## src/inc/ccs_pkg.sv

```systemverilog
// constants shared by the common command and status unit
package ccs_pkg;
    // command codes delivered by the text parser
    localparam logic [4:0] CMD_CLS = 5'h01;
    localparam logic [4:0] CMD_ESE = 5'h02;
    localparam logic [4:0] CMD_ESR = 5'h03;
    localparam logic [4:0] CMD_IDN = 5'h04;
    localparam logic [4:0] CMD_OPC = 5'h05;
    localparam logic [4:0] CMD_RST = 5'h06;
    localparam logic [4:0] CMD_SRE = 5'h07;
    localparam logic [4:0] CMD_STB = 5'h08;
    localparam logic [4:0] CMD_TRG = 5'h09;
    localparam logic [4:0] CMD_TST = 5'h0a;
    localparam logic [4:0] CMD_WAI = 5'h0b;
    localparam logic [4:0] CMD_DATALOG_RUN = 5'h0c;
    localparam logic [4:0] CMD_FACTORY_DEFAULT = 5'h0d;
    // guard value the factory default command must carry
    localparam logic [7:0] FACTORY_KEY = 8'h63;

    // register offsets (byte addresses)
    localparam logic [7:0] OFS_ESR = 8'h00;
    localparam logic [7:0] OFS_ESE = 8'h04;
    localparam logic [7:0] OFS_SRE = 8'h08;
    localparam logic [7:0] OFS_STB = 8'h0c;
    localparam logic [7:0] OFS_INT_STAT = 8'h10;
    localparam logic [7:0] OFS_INT_EN = 8'h14;
    localparam logic [7:0] OFS_INT_CLR = 8'h18;

    // field positions
    localparam int ESR_OPC_BIT = 0;
    localparam int STB_ESB_BIT = 5;
    localparam int STB_RQS_BIT = 6;
    localparam int INT_OPC_BIT = 0;
    localparam int INT_SRQ_BIT = 1;
    localparam int INT_RESP_BIT = 2;
    localparam int INT_W = 3;

    // reset values
    localparam logic [7:0] ESR_RST = 8'h00;
    localparam logic [7:0] ESE_RST = 8'h00;
    localparam logic [7:0] SRE_RST = 8'h00;
    localparam logic [2:0] INT_EN_RST = 3'h0;

    // identification answer layout and completion query answer
    localparam logic [1:0] IDN_LAST = 2'h3;
    localparam logic [31:0] OPC_ANSWER = 32'h0000_0001;

    typedef enum logic [1:0] {
        ST_IDLE,
        ST_OPC_WAIT,
        ST_IDN
    } ccs_state_t;
endpackage

```

## src/rtl/ccs_unit.sv

```systemverilog
// common command handling and status reporting for the remote interface
//
// Added by the designer: the address map and the strobed register port.
`timescale 1ns/1ps
`default_nettype none

module ccs_unit #(
    parameter logic [31:0] MAKER_CODE = 32'h0000_0a11, // arbitrary value
    parameter logic [31:0] MODEL_CODE = 32'h0000_0b22, // arbitrary value
    parameter logic [31:0] SERIAL_NUM = 32'h0000_0001,
    parameter logic [31:0] FW_DATE = 32'h0101_2000
) (
    // clock and reset
    input wire logic clk_sys,
    input wire logic arst_n,
    // parsed commands
    input wire logic cmdValid,
    input wire logic [4:0] cmdCode,
    input wire logic cmdQuery,
    input wire logic [7:0] cmdParam,
    output logic cmdReady,
    // answers
    output logic respValid,
    output logic [1:0] respField,
    output logic [31:0] respData,
    // instrument side
    input wire logic opBusy,
    input wire logic [7:1] evtIn,
    input wire logic [4:0] sumLow,
    input wire logic sumHigh,
    input wire logic selfTestFail,
    output logic abortOps,
    output logic paramRestore,
    output logic factoryDefault,
    output logic datalogRun,
    output logic datalogStop,
    output logic srqOut,
    // register port
    input wire logic [7:0] regAddr,
    input wire logic [31:0] regWdata,
    input wire logic regWr,
    input wire logic regRd,
    output logic [31:0] regRdata,
    // interrupt
    output logic irq
);
    ccs_pkg::ccs_state_t state_q, state_d;
    logic [7:0] eseQ, eseD, sreQ, sreD, esr;
    logic [1:0] idxQ, idxD;
    logic opcArm_q, opcArm_d;
    logic stResult_q, stCaught_q;
    logic [2:0] intEn_q, intEn_d, intStat;
    logic cmdReady_q, respValid_q, abortOps_q, paramRestore_q;
    logic factoryDefault_q, datalogRun_q, datalogStop_q, srqOut_q, irq_q;
    logic [1:0] respField_q;
    logic [31:0] respData_q, regRdata_q;

    // command decode
    wire logic take = cmdValid & cmdReady_q;
    wire logic isCls = cmdCode == ccs_pkg::CMD_CLS;
    wire logic isEse = cmdCode == ccs_pkg::CMD_ESE;
    wire logic isEsr = cmdCode == ccs_pkg::CMD_ESR;
    wire logic isIdn = cmdCode == ccs_pkg::CMD_IDN;
    wire logic isOpc = cmdCode == ccs_pkg::CMD_OPC;
    wire logic isRst = cmdCode == ccs_pkg::CMD_RST;
    wire logic isSre = cmdCode == ccs_pkg::CMD_SRE;
    wire logic isStb = cmdCode == ccs_pkg::CMD_STB;
    wire logic isTrg = cmdCode == ccs_pkg::CMD_TRG;
    wire logic isTst = cmdCode == ccs_pkg::CMD_TST;
    wire logic isWai = cmdCode == ccs_pkg::CMD_WAI;
    wire logic isLogRun = cmdCode == ccs_pkg::CMD_DATALOG_RUN;
    wire logic isFactDef = cmdCode == ccs_pkg::CMD_FACTORY_DEFAULT;
    // the wait command is known but triggers nothing
    wire logic known = isCls | isEse | isEsr | isIdn | isOpc | isRst
        | isSre | isStb | isTrg | isTst | isWai | isLogRun
        | isFactDef;
    wire logic qryOnly = isEsr | isIdn | isStb | isTst;
    wire logic qryAble = qryOnly | isEse | isSre | isOpc;
    // bare query forms and unknown names fall out here
    wire logic accept = take & known
        & (cmdQuery ? qryAble : ~qryOnly);
    wire logic qry = accept & cmdQuery;
    wire logic cmd = accept & ~cmdQuery;
    wire logic doCls = cmd & isCls;
    wire logic esrQry = qry & isEsr;
    wire logic logOn = cmdParam != 8'h00;

    // status composition
    wire logic esb = |(esr & eseQ);
    wire logic [7:0] stbSum = {sumHigh, 1'b0, esb, sumLow};
    wire logic reqSvc = |(stbSum & sreQ);
    wire logic [7:0] stb = {sumHigh, reqSvc, esb, sumLow};

    // completion tracking
    wire logic opcFire = opcArm_q & ~opBusy;
    wire logic [7:0] esrSet = {evtIn, opcFire};
    wire logic esrClr = doCls | esrQry;

    ccs_sticky #(.W(8)) u_esr (
        .clk_sys(clk_sys),
        .arst_n(arst_n),
        .set(esrSet),
        .clr({8{esrClr}}),
        .flags(esr)
    );

    assign opcArm_d = doCls ? 1'b0 : (cmd & isOpc) ? 1'b1
        : opcFire ? 1'b0 : opcArm_q;

    // register port decode
    wire logic wrEse = regWr & (regAddr == ccs_pkg::OFS_ESE);
    wire logic wrSre = regWr & (regAddr == ccs_pkg::OFS_SRE);
    wire logic wrIntEn = regWr & (regAddr == ccs_pkg::OFS_INT_EN);
    wire logic wrIntClr = regWr & (regAddr == ccs_pkg::OFS_INT_CLR);
    assign eseD = (cmd & isEse) ? cmdParam
        : wrEse ? regWdata[7:0] : eseQ;
    assign sreD = (cmd & isSre) ? cmdParam
        : wrSre ? regWdata[7:0] : sreQ;
    assign intEn_d = wrIntEn ? regWdata[2:0] : intEn_q;
    wire logic [31:0] rdMux =
        (regAddr == ccs_pkg::OFS_ESR) ? {24'h0, esr}
        : (regAddr == ccs_pkg::OFS_ESE) ? {24'h0, eseQ}
        : (regAddr == ccs_pkg::OFS_SRE) ? {24'h0, sreQ}
        : (regAddr == ccs_pkg::OFS_STB) ? {24'h0, stb}
        : (regAddr == ccs_pkg::OFS_INT_STAT) ? {29'h0, intStat}
        : (regAddr == ccs_pkg::OFS_INT_EN) ? {29'h0, intEn_q}
        : 32'h0;

    // answer selection
    wire logic immHit = qry & (isEse | isEsr | isSre | isStb | isTst);
    wire logic [7:0] immVal = isEse ? eseQ
        : isEsr ? esr
        : isSre ? sreQ
        : isStb ? stb
        : {7'h0, stResult_q};
    wire logic [31:0] idnWord = (idxQ == 2'h0) ? MAKER_CODE
        : (idxQ == 2'h1) ? MODEL_CODE
        : (idxQ == 2'h2) ? SERIAL_NUM : FW_DATE;
    wire logic inIdn = state_q == ccs_pkg::ST_IDN;
    wire logic opcDone = (state_q == ccs_pkg::ST_OPC_WAIT) & ~opBusy;
    wire logic respD = immHit | opcDone | inIdn;
    wire logic [31:0] respDataD = inIdn ? idnWord
        : opcDone ? ccs_pkg::OPC_ANSWER
        : immHit ? {24'h0, immVal} : 32'h0;

    always_comb begin
        state_d = state_q;
        idxD = 2'h0;
        unique case (state_q)
            ccs_pkg::ST_IDLE: begin
                if (qry & isOpc) begin
                    state_d = ccs_pkg::ST_OPC_WAIT;
                end else if (qry & isIdn) begin
                    state_d = ccs_pkg::ST_IDN;
                end
            end
            ccs_pkg::ST_OPC_WAIT: begin
                if (!opBusy) begin
                    state_d = ccs_pkg::ST_IDLE;
                end
            end
            ccs_pkg::ST_IDN: begin
                idxD = idxQ + 2'h1;
                if (idxQ == ccs_pkg::IDN_LAST) begin
                    state_d = ccs_pkg::ST_IDLE;
                end
            end
        endcase
    end

    // interrupt events
    wire logic [2:0] intSet = {respD, reqSvc & ~srqOut_q, opcFire};

    ccs_sticky #(.W(ccs_pkg::INT_W)) u_int (
        .clk_sys(clk_sys),
        .arst_n(arst_n),
        .set(intSet),
        .clr(wrIntClr ? regWdata[2:0] : 3'h0),
        .flags(intStat)
    );

    always_ff @(posedge clk_sys or negedge arst_n) begin
        if (!arst_n) begin
            state_q <= ccs_pkg::ST_IDLE;
            idxQ <= 2'h0;
            opcArm_q <= 1'b0;
            cmdReady_q <= 1'b0;
        end else begin
            state_q <= state_d;
            idxQ <= idxD;
            opcArm_q <= opcArm_d;
            cmdReady_q <= state_d == ccs_pkg::ST_IDLE;
        end
    end

    always_ff @(posedge clk_sys or negedge arst_n) begin
        if (!arst_n) begin
            eseQ <= ccs_pkg::ESE_RST;
            sreQ <= ccs_pkg::SRE_RST;
            intEn_q <= ccs_pkg::INT_EN_RST;
        end else begin
            eseQ <= eseD;
            sreQ <= sreD;
            intEn_q <= intEn_d;
        end
    end

    // power-up test result is caught once after reset release
    always_ff @(posedge clk_sys or negedge arst_n) begin
        if (!arst_n) begin
            stCaught_q <= 1'b0;
            stResult_q <= 1'b0;
        end else if (!stCaught_q) begin
            stCaught_q <= 1'b1;
            stResult_q <= selfTestFail;
        end
    end

    always_ff @(posedge clk_sys or negedge arst_n) begin
        if (!arst_n) begin
            respValid_q <= 1'b0;
            respField_q <= 2'h0;
            respData_q <= 32'h0;
        end else begin
            respValid_q <= respD;
            respField_q <= inIdn ? idxQ : 2'h0;
            respData_q <= respDataD;
        end
    end

    always_ff @(posedge clk_sys or negedge arst_n) begin
        if (!arst_n) begin
            abortOps_q <= 1'b0;
            paramRestore_q <= 1'b0;
            factoryDefault_q <= 1'b0;
            datalogRun_q <= 1'b0;
            datalogStop_q <= 1'b0;
        end else begin
            abortOps_q <= doCls;
            paramRestore_q <= cmd & isRst;
            factoryDefault_q <= cmd & isFactDef
                & (cmdParam == ccs_pkg::FACTORY_KEY);
            datalogRun_q <= cmd & (isTrg | (isLogRun & logOn));
            datalogStop_q <= cmd & isLogRun & ~logOn;
        end
    end

    always_ff @(posedge clk_sys or negedge arst_n) begin
        if (!arst_n) begin
            srqOut_q <= 1'b0;
            irq_q <= 1'b0;
            regRdata_q <= 32'h0;
        end else begin
            srqOut_q <= reqSvc;
            irq_q <= |(intStat & intEn_q);
            regRdata_q <= regRd ? rdMux : 32'h0;
        end
    end

    assign cmdReady = cmdReady_q;
    assign respValid = respValid_q;
    assign respField = respField_q;
    assign respData = respData_q;
    assign abortOps = abortOps_q;
    assign paramRestore = paramRestore_q;
    assign factoryDefault = factoryDefault_q;
    assign datalogRun = datalogRun_q;
    assign datalogStop = datalogStop_q;
    assign srqOut = srqOut_q;
    assign regRdata = regRdata_q;
    assign irq = irq_q;
endmodule

`default_nettype wire

```

## src/rtl/ccs_sticky.sv

```systemverilog
// bank of sticky flags where a set beats a clear in the same cycle
`timescale 1ns/1ps
`default_nettype none

module ccs_sticky #(
    parameter int W = 8
) (
    // clock and reset
    input wire logic clk_sys,
    input wire logic arst_n,
    // per-bit set and clear
    input wire logic [W-1:0] set,
    input wire logic [W-1:0] clr,
    // latched flags
    output logic [W-1:0] flags
);
    genvar i;
    generate
        for (i = 0; i < W; i++) begin : g_bit
            logic flag_q;
            logic flag_d;
            // a set bit ignores further sets until cleared
            assign flag_d = set[i] | (flag_q & ~clr[i]);
            always_ff @(posedge clk_sys or negedge arst_n) begin
                if (!arst_n) begin
                    flag_q <= 1'b0;
                end else begin
                    flag_q <= flag_d;
                end
            end
            assign flags[i] = flag_q;
        end
    endgenerate
endmodule

`default_nettype wire

```

## config.mk

```make
export PLATFORM = sky130hd
export DESIGN_NAME = ccs_unit
export DESIGN_NICKNAME = d
export VERILOG_FILES = /design/src/inc/ccs_pkg.sv /design/src/rtl/ccs_unit.sv /design/src/rtl/ccs_sticky.sv
export SDC_FILE = /design/constraint.sdc
export NUM_CORES = 1
export LEC_CHECK = 0
export ABC_CLOCK_PERIOD_IN_PS = 2000
export BUFFER_PORTS_ARGS = -buffer_cell sky130_fd_sc_hd__buf_2
export CAP_MARGIN = 20
export CELL_PAD_IN_SITES_DETAIL_PLACEMENT = 0
export CELL_PAD_IN_SITES_GLOBAL_PLACEMENT = 1
export CORE_MARGIN = 5
export CORE_UTILIZATION = 25
export DETAILED_ROUTE_END_ITERATION = 6
export GPL_ROUTABILITY_DRIVEN = 0
export PLACE_DENSITY = 0.62
export SLEW_MARGIN = 20
export SYNTH_ARGS = -nofsm -noshare
export SYNTH_HDL_FRONTEND = slang
export SYNTH_HIERARCHICAL = 1
export SYNTH_SLANG_ARGS = --single-unit
```

## constraint.sdc

```tcl
create_clock -name clk_sys -period 2 [get_ports clk_sys]
set_input_delay 0.3 -clock clk_sys [delete_from_list [all_inputs] [get_ports clk_sys]]
set_output_delay 0.3 -clock clk_sys [all_outputs]
set_load 0.05 [all_outputs]
```

==> results of run 1 <==
==> worst min-delay path by stage <==
stage                     startpoint                              end  slack (ps)  depth (start not counted)
final                       evtIn[5]  u_esr/g_bit[5].flag_q$_DFF_PN0_         150                          2
after global routing        evtIn[6]  u_esr/g_bit[6].flag_q$_DFF_PN0_         150                          2
after CTS                   evtIn[5]  u_esr/g_bit[5].flag_q$_DFF_PN0_         140                          2
after detailed placement      arst_n              respValid$_DFF_PN0_         350                          2
after global placement        arst_n              respValid$_DFF_PN0_         350                          2
after floorplan               arst_n               abortOps$_DFF_PN0_           4                          0
==> layer usage <==
layer  vias to the layer above  part of all wire (%)
li1                       1505                     -
met1                      1480                    45
met2                       151                    44
met3                        17                   9.2
met4                         2                   2.1
met5                         -                  0.12
==> critical path: stages (launching register included) <==
cell	delay, ps
sky130_fd_sc_hd__dfrtp_1	430
sky130_fd_sc_hd__a22oi_1	240
sky130_fd_sc_hd__nand4_1	210
sky130_fd_sc_hd__a21o_1	290
sky130_fd_sc_hd__mux4_2	490
sky130_fd_sc_hd__nor2b_1	150
==> sequential cells by signal, summed over array words and instances, names as in the netlist, 2 cells and up <==
| name | cells |
|---|---|
| intEn_q | 3 |
| regRdata | 8 |
| u_esr/g_bit.flag_q | 8 |
| respData | 11 |
| respField | 2 |
| u_int/g_bit.flag_q | 3 |
| eseQ | 8 |
| state_q | 2 |
| sreQ | 8 |
| idxQ | 2 |
==> placed cells by master (no fill, tap or decap), types with 6 or more instances in the layout <==
cell                         n
sky130_fd_sc_hd__mux2_2      6
sky130_fd_sc_hd__inv_1      26
sky130_fd_sc_hd__a211oi_1    6
sky130_fd_sc_hd__ha_1        7
sky130_fd_sc_hd__nor2_1     31
sky130_fd_sc_hd__a22oi_1    13
sky130_fd_sc_hd__buf_2      82
sky130_fd_sc_hd__nand2_1    21
sky130_fd_sc_hd__and2_1      6
sky130_fd_sc_hd__nand3_1     7
sky130_fd_sc_hd__o21ai_0    16
sky130_fd_sc_hd__dfrtp_1    66
sky130_fd_sc_hd__nor3_1     15
sky130_fd_sc_hd__a21o_1     12
sky130_fd_sc_hd__mux2i_1    20
sky130_fd_sc_hd__a21oi_1    20
sky130_fd_sc_hd__clkbuf_16   9
sky130_fd_sc_hd__buf_4      29
sky130_fd_sc_hd__conb_1     43
==> final cells by class <==
cell class / instances / area [um^2] / share of cell area, %
flip-flops and latches: 67 / 1680 / 35.3
inverters: 26 / 97.6 / 2.05
clock buffers: 13 / 260 / 5.47
multi-input cells: 282 / 1790 / 37.7
clock inverters: 2 / 35.0 / 0.736
well taps: 188 / 235 / 4.94
repair buffers: 113 / 658 / 13.8
==> stage by stage <==
stage | setup WS (ps) | hold slack [ps]
final | 64.5 | 151
after global routing | 6.62 | 151
after CTS | 82.8 | 139
after detailed placement | -200 | 352
after global placement | -184 | 346
after floorplan | 42.7 | 4.41
==> repair_timing <==
item                                   4_1_cts  5_1_grt
hold buffers                                 1        0
endpoints found under the hold margin       55        0
setup endpoints to repair                    0        1
==> power by group through the flow <==
stage	registers, mW	clock network [mW]	logic [mW]
floorplan	1.60	0	0.525
global placement	1.54	0	0.798
detailed placement	1.54	0	0.804
CTS	1.52	1.63	0.807
global route	1.53	1.69	0.872
finish	1.52	1.58	0.806
==> logic make-up (layout without fill, tap and decap cells) <==
kind of cell             Yosys count  after routing  synth area share (%)
AO/OA/AOI/OAI                     87             87                  15.0
adder cells (fa/ha/maj)            7              7                  2.26
buffers and inverters             93            154                  14.5
flip-flops                        67             67                  43.3
multiplexers                      30             30                  9.24
other                              2             43                 0.194
AND/OR/NAND/NOR                  115            115                  15.5
==> results.md, run 1 <==
- The number of standard-cell rows in the floorplan is 45.
- The power share of the clock group is 40.4%.
- The routed layout has 3155 vias.
- Cells with a size suffix above 1 make up 28.2% of the layout.
- The first global-routing pass estimated ~18 mm of wire.
- The area overhead of the layout relative to synthesis is 22.8%.
- The count of cells in the finished layout, fillers not included, comes to 691.
- Once the clock tree was built, the setup fixing pass inserted 0 buffers.
- STA puts the critical path data required time at between 2000 and 2500 ps.
- For flop-to-flop paths, the worst setup slack is 60 ps.
- The placed wire-length estimate is about 9.0 mm.
- Sorting the synthesized cells by how often they occur yields sky130_fd_sc_hd__dfrtp_1, sky130_fd_sc_hd__buf_4, sky130_fd_sc_hd__nor2_1.
- Of all flip-flops after synthesis, the portion carrying an async set or reset was 100%.
- Among all cell types in the netlist, the one instantiated most often is sky130_fd_sc_hd__dfrtp_1.
- The capture point of the worst reg-to-reg path is regRdata[6]$_DFF_PN0_.
- The hold violation count in the final report is 0.
- The count of TritonRoute iterations in the first routing pass is 5.
- Global routing finished with a remaining overflow of 0.
- In the global route stage, met1 resource usage came out at 17.7%.
- After detailed routing, the average wire length per cell comes to 16.4 um.
- The via count of the first global-routing pass is 3131.
- The count of input and output buffers is 82.
- Along the worst path, the maximum fanout reaches 4.
- The share of synthesized area in the top cell type comes to 43.3%.
- The number of antenna violations at the first check in global routing is 1.
- The share of the core filled with cells in the final layout is 31.3%.
- The initial utilization of the core area, before any placement, comes to 25.5%.
- The internal power of the cells totals between 2 and 3 mW.
- STA classifies the critical path endpoint as a register.
- TritonCTS built the clock tree.
- The final antenna-violating net count is 0.
- Yosys mapped a number of flops with a built-in enable equal to 0.
- Setup violations remaining at the end of the flow were counted as 0.
- The antenna diode instance count is 0.
- Measured along the x axis, the die boundary spans 134 um.
- The worst setup path is launched from a register.
- The critical setup path kind is reg -> reg.
- In the routed layout, each cell is associated on average with a via count of 4.57.
- Headroom to the max-slew limit came out at between 60% and 70%.
- The core region is 0.0152 mm^2.
- The fill cell instance count of the final layout is between 1500 and 2000.
- Of the synthesized area, sequential elements account for 43.3%.
- The sum of negative setup slack is 0 ps.
- For this run, the leading register cell type out of synthesis is sky130_fd_sc_hd__dfrtp_1.
- The number of instances in the synthesized netlist is between 400 and 500.
- For this run, the post-layout net count is 580.
- The run finished with clean final reports.
- The number of cells traversed by the worst register-to-register path is 5.
- Net switching is 30.3% of the power.
- The worst clock skew is about 11 ps.
- Dividing the final minimum period by the clock period gives 96.8%.
- TritonCTS created 9 clock buffers.
- Counting distinct cell types in the post-synthesis netlist gives 44.
- After clock tree synthesis, the clock-pin slew on the worst setup and hold paths is approximately 50 ps.
- The most utilized layer in the global route result is met2.
- The count of instances resized after the clock tree is built is 0.
- The cell type contributing the most total cell area after synthesis is sky130_fd_sc_hd__dfrtp_1.
- The slew at the pin closest to its max-slew limit is roughly 530 ps.
- The kind of path behind the tightest hold check is in -> reg.
- The height of the chip is between 100 and 150 um.
- STA puts the critical path data arrival time at 2150 ps.
- The design draws between 3 and 4 mW.
- The synthesized area per cell is 9.66 um^2.
- The source of the worst register-to-register timing path is eseQ[4]$_DFFE_PN0P_.
- In the global route stage, overall resource usage came out at approximately 13%.
- The library cell used as clock root buffer is sky130_fd_sc_hd__clkbuf_16.
- Entering global routing, the biggest net connects just under 70 pins.
- The H-tree was split into 3 levels.
- VDD sags by at most 423 uV.
- The worst path needs 1940 ps of the cycle, external delays included.
- In the post-synthesis netlist, the biggest area contributors are sky130_fd_sc_hd__dfrtp_1, sky130_fd_sc_hd__buf_4, sky130_fd_sc_hd__mux2i_1, sky130_fd_sc_hd__nor2_1, sky130_fd_sc_hd__a21oi_1.
- The number of top-level pins is 149.
- The total leakage power is 2.33 nW.
- The net switching power is 1.18 mW.
- The maximum clock rate is 517 MHz.
- Setup repair after global routing left no endpoint under its margin.
- The later pin in the worst-skew pair is clocked with a latency of approximately 330 ps.
- The critical path starts at eseQ[4]$_DFFE_PN0P_.
- The global-route met2 utilization is approximately 18%.
- For this run, design rule violations remaining after detail routing come to 0.
- The final number of max-transition violations is 0.
- Across the run, the number of max-cap violations was 0.
- The finished cells cover roughly 0.0048 mm^2.
- The clock passes through at most 2 buffers.
- The instance area at placement is about 0.0045 mm^2.
- The combinational group share of total power is between 20% and 30%.
- The power per cell area is slightly above 800 mW/mm^2.
- The share of total power in sequential cells is 38.9%.
- The mapped netlist covers 0.00387 mm^2.
- The first routing iteration left roughly 210 violations.
- The total die area is about 0.018 mm^2.
- The Yosys step of the flow raised 6 warnings.
- The end point of the critical path is regRdata[6]$_DFF_PN0_.
- The post-placement cell count is ~680.
- The clock net in this run drives a total of 67 sinks.
- The global-route met3 utilization is 4.02%.
- The number of flip-flops and latches in the synthesized netlist is 67.
- The final layout contains routed wiring with a total length of 11.3 mm.
Note: power is estimated with default switching activity, not from simulation.
==> inputs of run 2 (changes only) <==
--- a/config.mk
+++ b/config.mk
@@ -5,7 +5,7 @@
 export SDC_FILE = /design/constraint.sdc
 export NUM_CORES = 1
 export LEC_CHECK = 0
-export ABC_CLOCK_PERIOD_IN_PS = 2000
+export ABC_CLOCK_PERIOD_IN_PS = 1700
 export BUFFER_PORTS_ARGS = -buffer_cell sky130_fd_sc_hd__buf_2
 export CAP_MARGIN = 20
 export CELL_PAD_IN_SITES_DETAIL_PLACEMENT = 0
@@ -14,7 +14,7 @@
 export CORE_UTILIZATION = 25
 export DETAILED_ROUTE_END_ITERATION = 6
 export GPL_ROUTABILITY_DRIVEN = 0
-export PLACE_DENSITY = 0.62
+export PLACE_DENSITY = 0.64
 export SLEW_MARGIN = 20
 export SYNTH_ARGS = -nofsm -noshare
 export SYNTH_HDL_FRONTEND = slang
==> constraint.sdc (replaced) <==
create_clock -name clk_sys -period 1.7 [get_ports clk_sys]
set_input_delay 0.255 -clock clk_sys [delete_from_list [all_inputs] [get_ports clk_sys]]
set_output_delay 0.255 -clock clk_sys [all_outputs]
set_load 0.05 [all_outputs]
==> run 2 against run 1 <==
The run now ends with negative setup slack left; maximum frequency is 13% higher; wire length is 3.0% higher; via count is 3.9% higher; sequential share of layout area is 1.7 points lower; utilization is 1.6 points higher; design area is 5.1% higher; first-iteration DRC count is 15% higher; highest routed layer is now met4.
==> results.md, run 2 (synthesized netlist as in run 1, its figures left out) <==
- The flow ran to the end, but the final reports show violations.
- The final reports fail on negative setup slack.
- The power per cell area is 903 mW/mm^2.
- At the end of the flow, the number of nets in the layout was 608.
- Leaving out filler cells and counting taps, the final layout contains 717.
- The worst clock skew is approximately 7 ps.
- Setup repair after global routing could not meet its margin everywhere.
- The commonest non-fill, non-tap cell in the layout is sky130_fd_sc_hd__buf_2.
- Entering global routing, the biggest net connects a little under 70 pins.
- The average wire per standard cell is 16.2 um.
- The via count is 3278.
- The core region area is approximately 0.015 mm^2.
- The number of CTS-inserted buffers is 9.
- STA puts the critical path data required time at 1920 ps.
- The effective utilization at floorplan is around 25%.
- The peak fanout along the critical path is 2.
- The source of the worst register-to-register timing path is eseQ[1]$_DFFE_PN0P_.
- The CTS H-tree depth is 3.
- The width of the chip is 134 um.
- Internal power comes to 3.08 mW.
- The capture point of the worst reg-to-reg path is regRdata[6]$_DFF_PN0_.
- The number of top-level pins is ~150.
- The critical setup path kind is reg -> reg.
- The power share of the clock group is 36.6%.
- The post-placement cell count is 702.
- The final number of max-transition violations is 0.
- Measured in cells, the most critical reg-to-reg path has a length of 5.
- The area overhead of the layout relative to synthesis is 29.1%.
- The routed design has 11.6 mm of wire.
- The clock passes through at most 2 buffers.
- The hold violation count in the final report is 0.
- The first detailed-routing pass ran for 5 iterations.
- The die covers 0.0181 mm^2.
- The number of antenna violations at the first check in global routing is 0.
- The final antenna-violating net count is 0.
- The count of input and output buffers is 82.
- At the worst endpoint, the arrival time is 1940 ps.
- The register with the most flip-flops in the layout has 11 of them.
- Across all register-to-register paths, the minimum setup slack is -20 ps.
- The switching fraction of total power is 31.7%.
- The top cell types in the final layout, fill and taps aside, are sky130_fd_sc_hd__buf_2, sky130_fd_sc_hd__dfrtp_1, sky130_fd_sc_hd__buf_4, sky130_fd_sc_hd__conb_1, sky130_fd_sc_hd__nor2_1.
- The root buffer cell chosen for the clock tree is sky130_fd_sc_hd__clkbuf_16.
- In the final layout, the share of cells above drive strength 1 is 34.2%.
- In this run, the number of DRC markers left after iteration 0 of detailed routing was approximately 240.
- IR analysis of the VDD net gives a maximum drop of around 460 uV.
- The repair_antennas step left the layout with diodes totalling 0.
- Counting I/O delays and the setup requirement, the final critical path takes approximately 1700 ps.
- After layout, the worst setup slack is -16.4 ps.
- The total leakage power is 2.47 nW.
- The tightest min-delay check is of the in -> reg type.
- Overall power consumption after layout is estimated at 4.51 mW.
- After clock tree synthesis, the clock-pin slew on the worst setup and hold paths is 50 ps.
- The final clock period utilization by the worst path is 101%.
- The cell depth of the worst min-delay path is 2.
- The total routing usage reported by global routing is 13.0%.
- Setup violations remaining at the end of the flow were counted as 1.
- Counting every sink on the clock net gives 67.
- The sink of the worst hold path is u_esr/g_bit[4].flag_q$_DFF_PN0_.
- The post-detailed-route via-to-cell ratio is roughly 4.6.
- The height of the chip is roughly 130 um.
- Combinational cells account for between 20% and 30% of the total power.
- Hold is met by around 110 ps.
- The number of standard-cell rows in the floorplan is 45.
- Summed over all nets, the switching power comes to about 1.4 mW.
- The maximum clock rate is 583 MHz.
- The via count of the first global-routing pass is approximately 3300.
- The placed wire-length estimate is 9.29 mm.
- After detailed routing, the number of remaining DRC violations is 0.
- The later pin in the worst-skew pair is clocked with a latency of 340 ps.
- STA classifies the critical path startpoint as a register.
- Across the run, the number of max-cap violations was 0.
- In this run the most critical hold path is launched from evtIn[4].
- The clock tree from TritonCTS is done.
- The wire length of the first global-routing pass is 18.2 mm.
- For this run the aggregate overflow at the end of global routing stands at 0.
- The share of the core filled with cells in the final layout is 32.9%.
- Of the total power, registers draw 39.3%.
- The endpoint type of the worst setup path is a register.
run 2: area by class of cell:
class	count	area, um^2
Clock buffer	10	239
Clock inverter	3	17.5
Fill cell	1561	10200
Inverter	26	97.6
Multi-Input combinational cell	282	1850
Sequential cell	67	1680
Tap cell	188	235
Timing Repair Buffer	141	887
run 2: routing by layer:
metal | vias to the layer above | share of wire [%] | wire length, um | GRT usage, %
li1 | 1555 | - | - | -
met1 | 1560 | 46 | 5310 | 17.6
met5 | - | 0 | 0 | 0
met2 | 145 | 45 | 5200 | 19.7
met4 | 0 | 2.2 | 252 | 5.26
met3 | 18 | 7.6 | 881 | 3.65
run 2: worst max path at each step:
stage	cells after the start	end	from	slack, ps
after floorplan	6	eseQ[0]$_DFFE_PN0P_	regAddr[1]	-180
after global placement	6	eseQ[4]$_DFFE_PN0P_	regAddr[1]	-320
after detailed placement	6	eseQ[1]$_DFFE_PN0P_	regAddr[1]	-360
after CTS	6	eseQ[1]$_DFFE_PN0P_	regAddr[1]	7
after global routing	5	regRdata[6]$_DFF_PN0_	eseQ[1]$_DFFE_PN0P_	-60
final	5	regRdata[6]$_DFF_PN0_	eseQ[1]$_DFFE_PN0P_	-20
run 2: worst max-delay path: stages, from the launching register on:
cell	delay [ps]
sky130_fd_sc_hd__dfrtp_1	400
sky130_fd_sc_hd__a22oi_2	210
sky130_fd_sc_hd__nand4_1	170
sky130_fd_sc_hd__a21o_1	210
sky130_fd_sc_hd__mux4_2	470
sky130_fd_sc_hd__nor2b_1	150
run 2: power groups by stage:
stage / combinational [mW] / sequential (mW) / clock, mW
2_1_floorplan: 0.621 / 1.89 / 0
3_3_place_gp: 1.05 / 1.79 / 0
3_5_place_dp: 1.06 / 1.80 / 0
4_1_cts: 1.08 / 1.77 / 1.68
5_1_grt: 1.17 / 1.79 / 1.75
6_report: 1.08 / 1.78 / 1.65
run 2: what timing repair did:
| item | 4_1_cts | 5_1_grt |
|---|---|---|
| pin swaps | 2 | 10 |
| endpoints found under the setup margin | 2 | 11 |
| hold buffers | 1 | 0 |
| hold endpoints to repair | 67 | 0 |
| setup buffers | 1 | 1 |
| resized for setup | 3 | 5 |
run 2: per-stage QoR:
step	setup TNS [ps]	worst slack (ps)	instance area, um^2
floorplan	-1620	-184	4060
global route	-238	-56.3	5000
detailed placement	-4750	-355	4690
finish	-16.4	-16.4	5000
CTS	0	7.49	4980
global placement	-4640	-315	4690
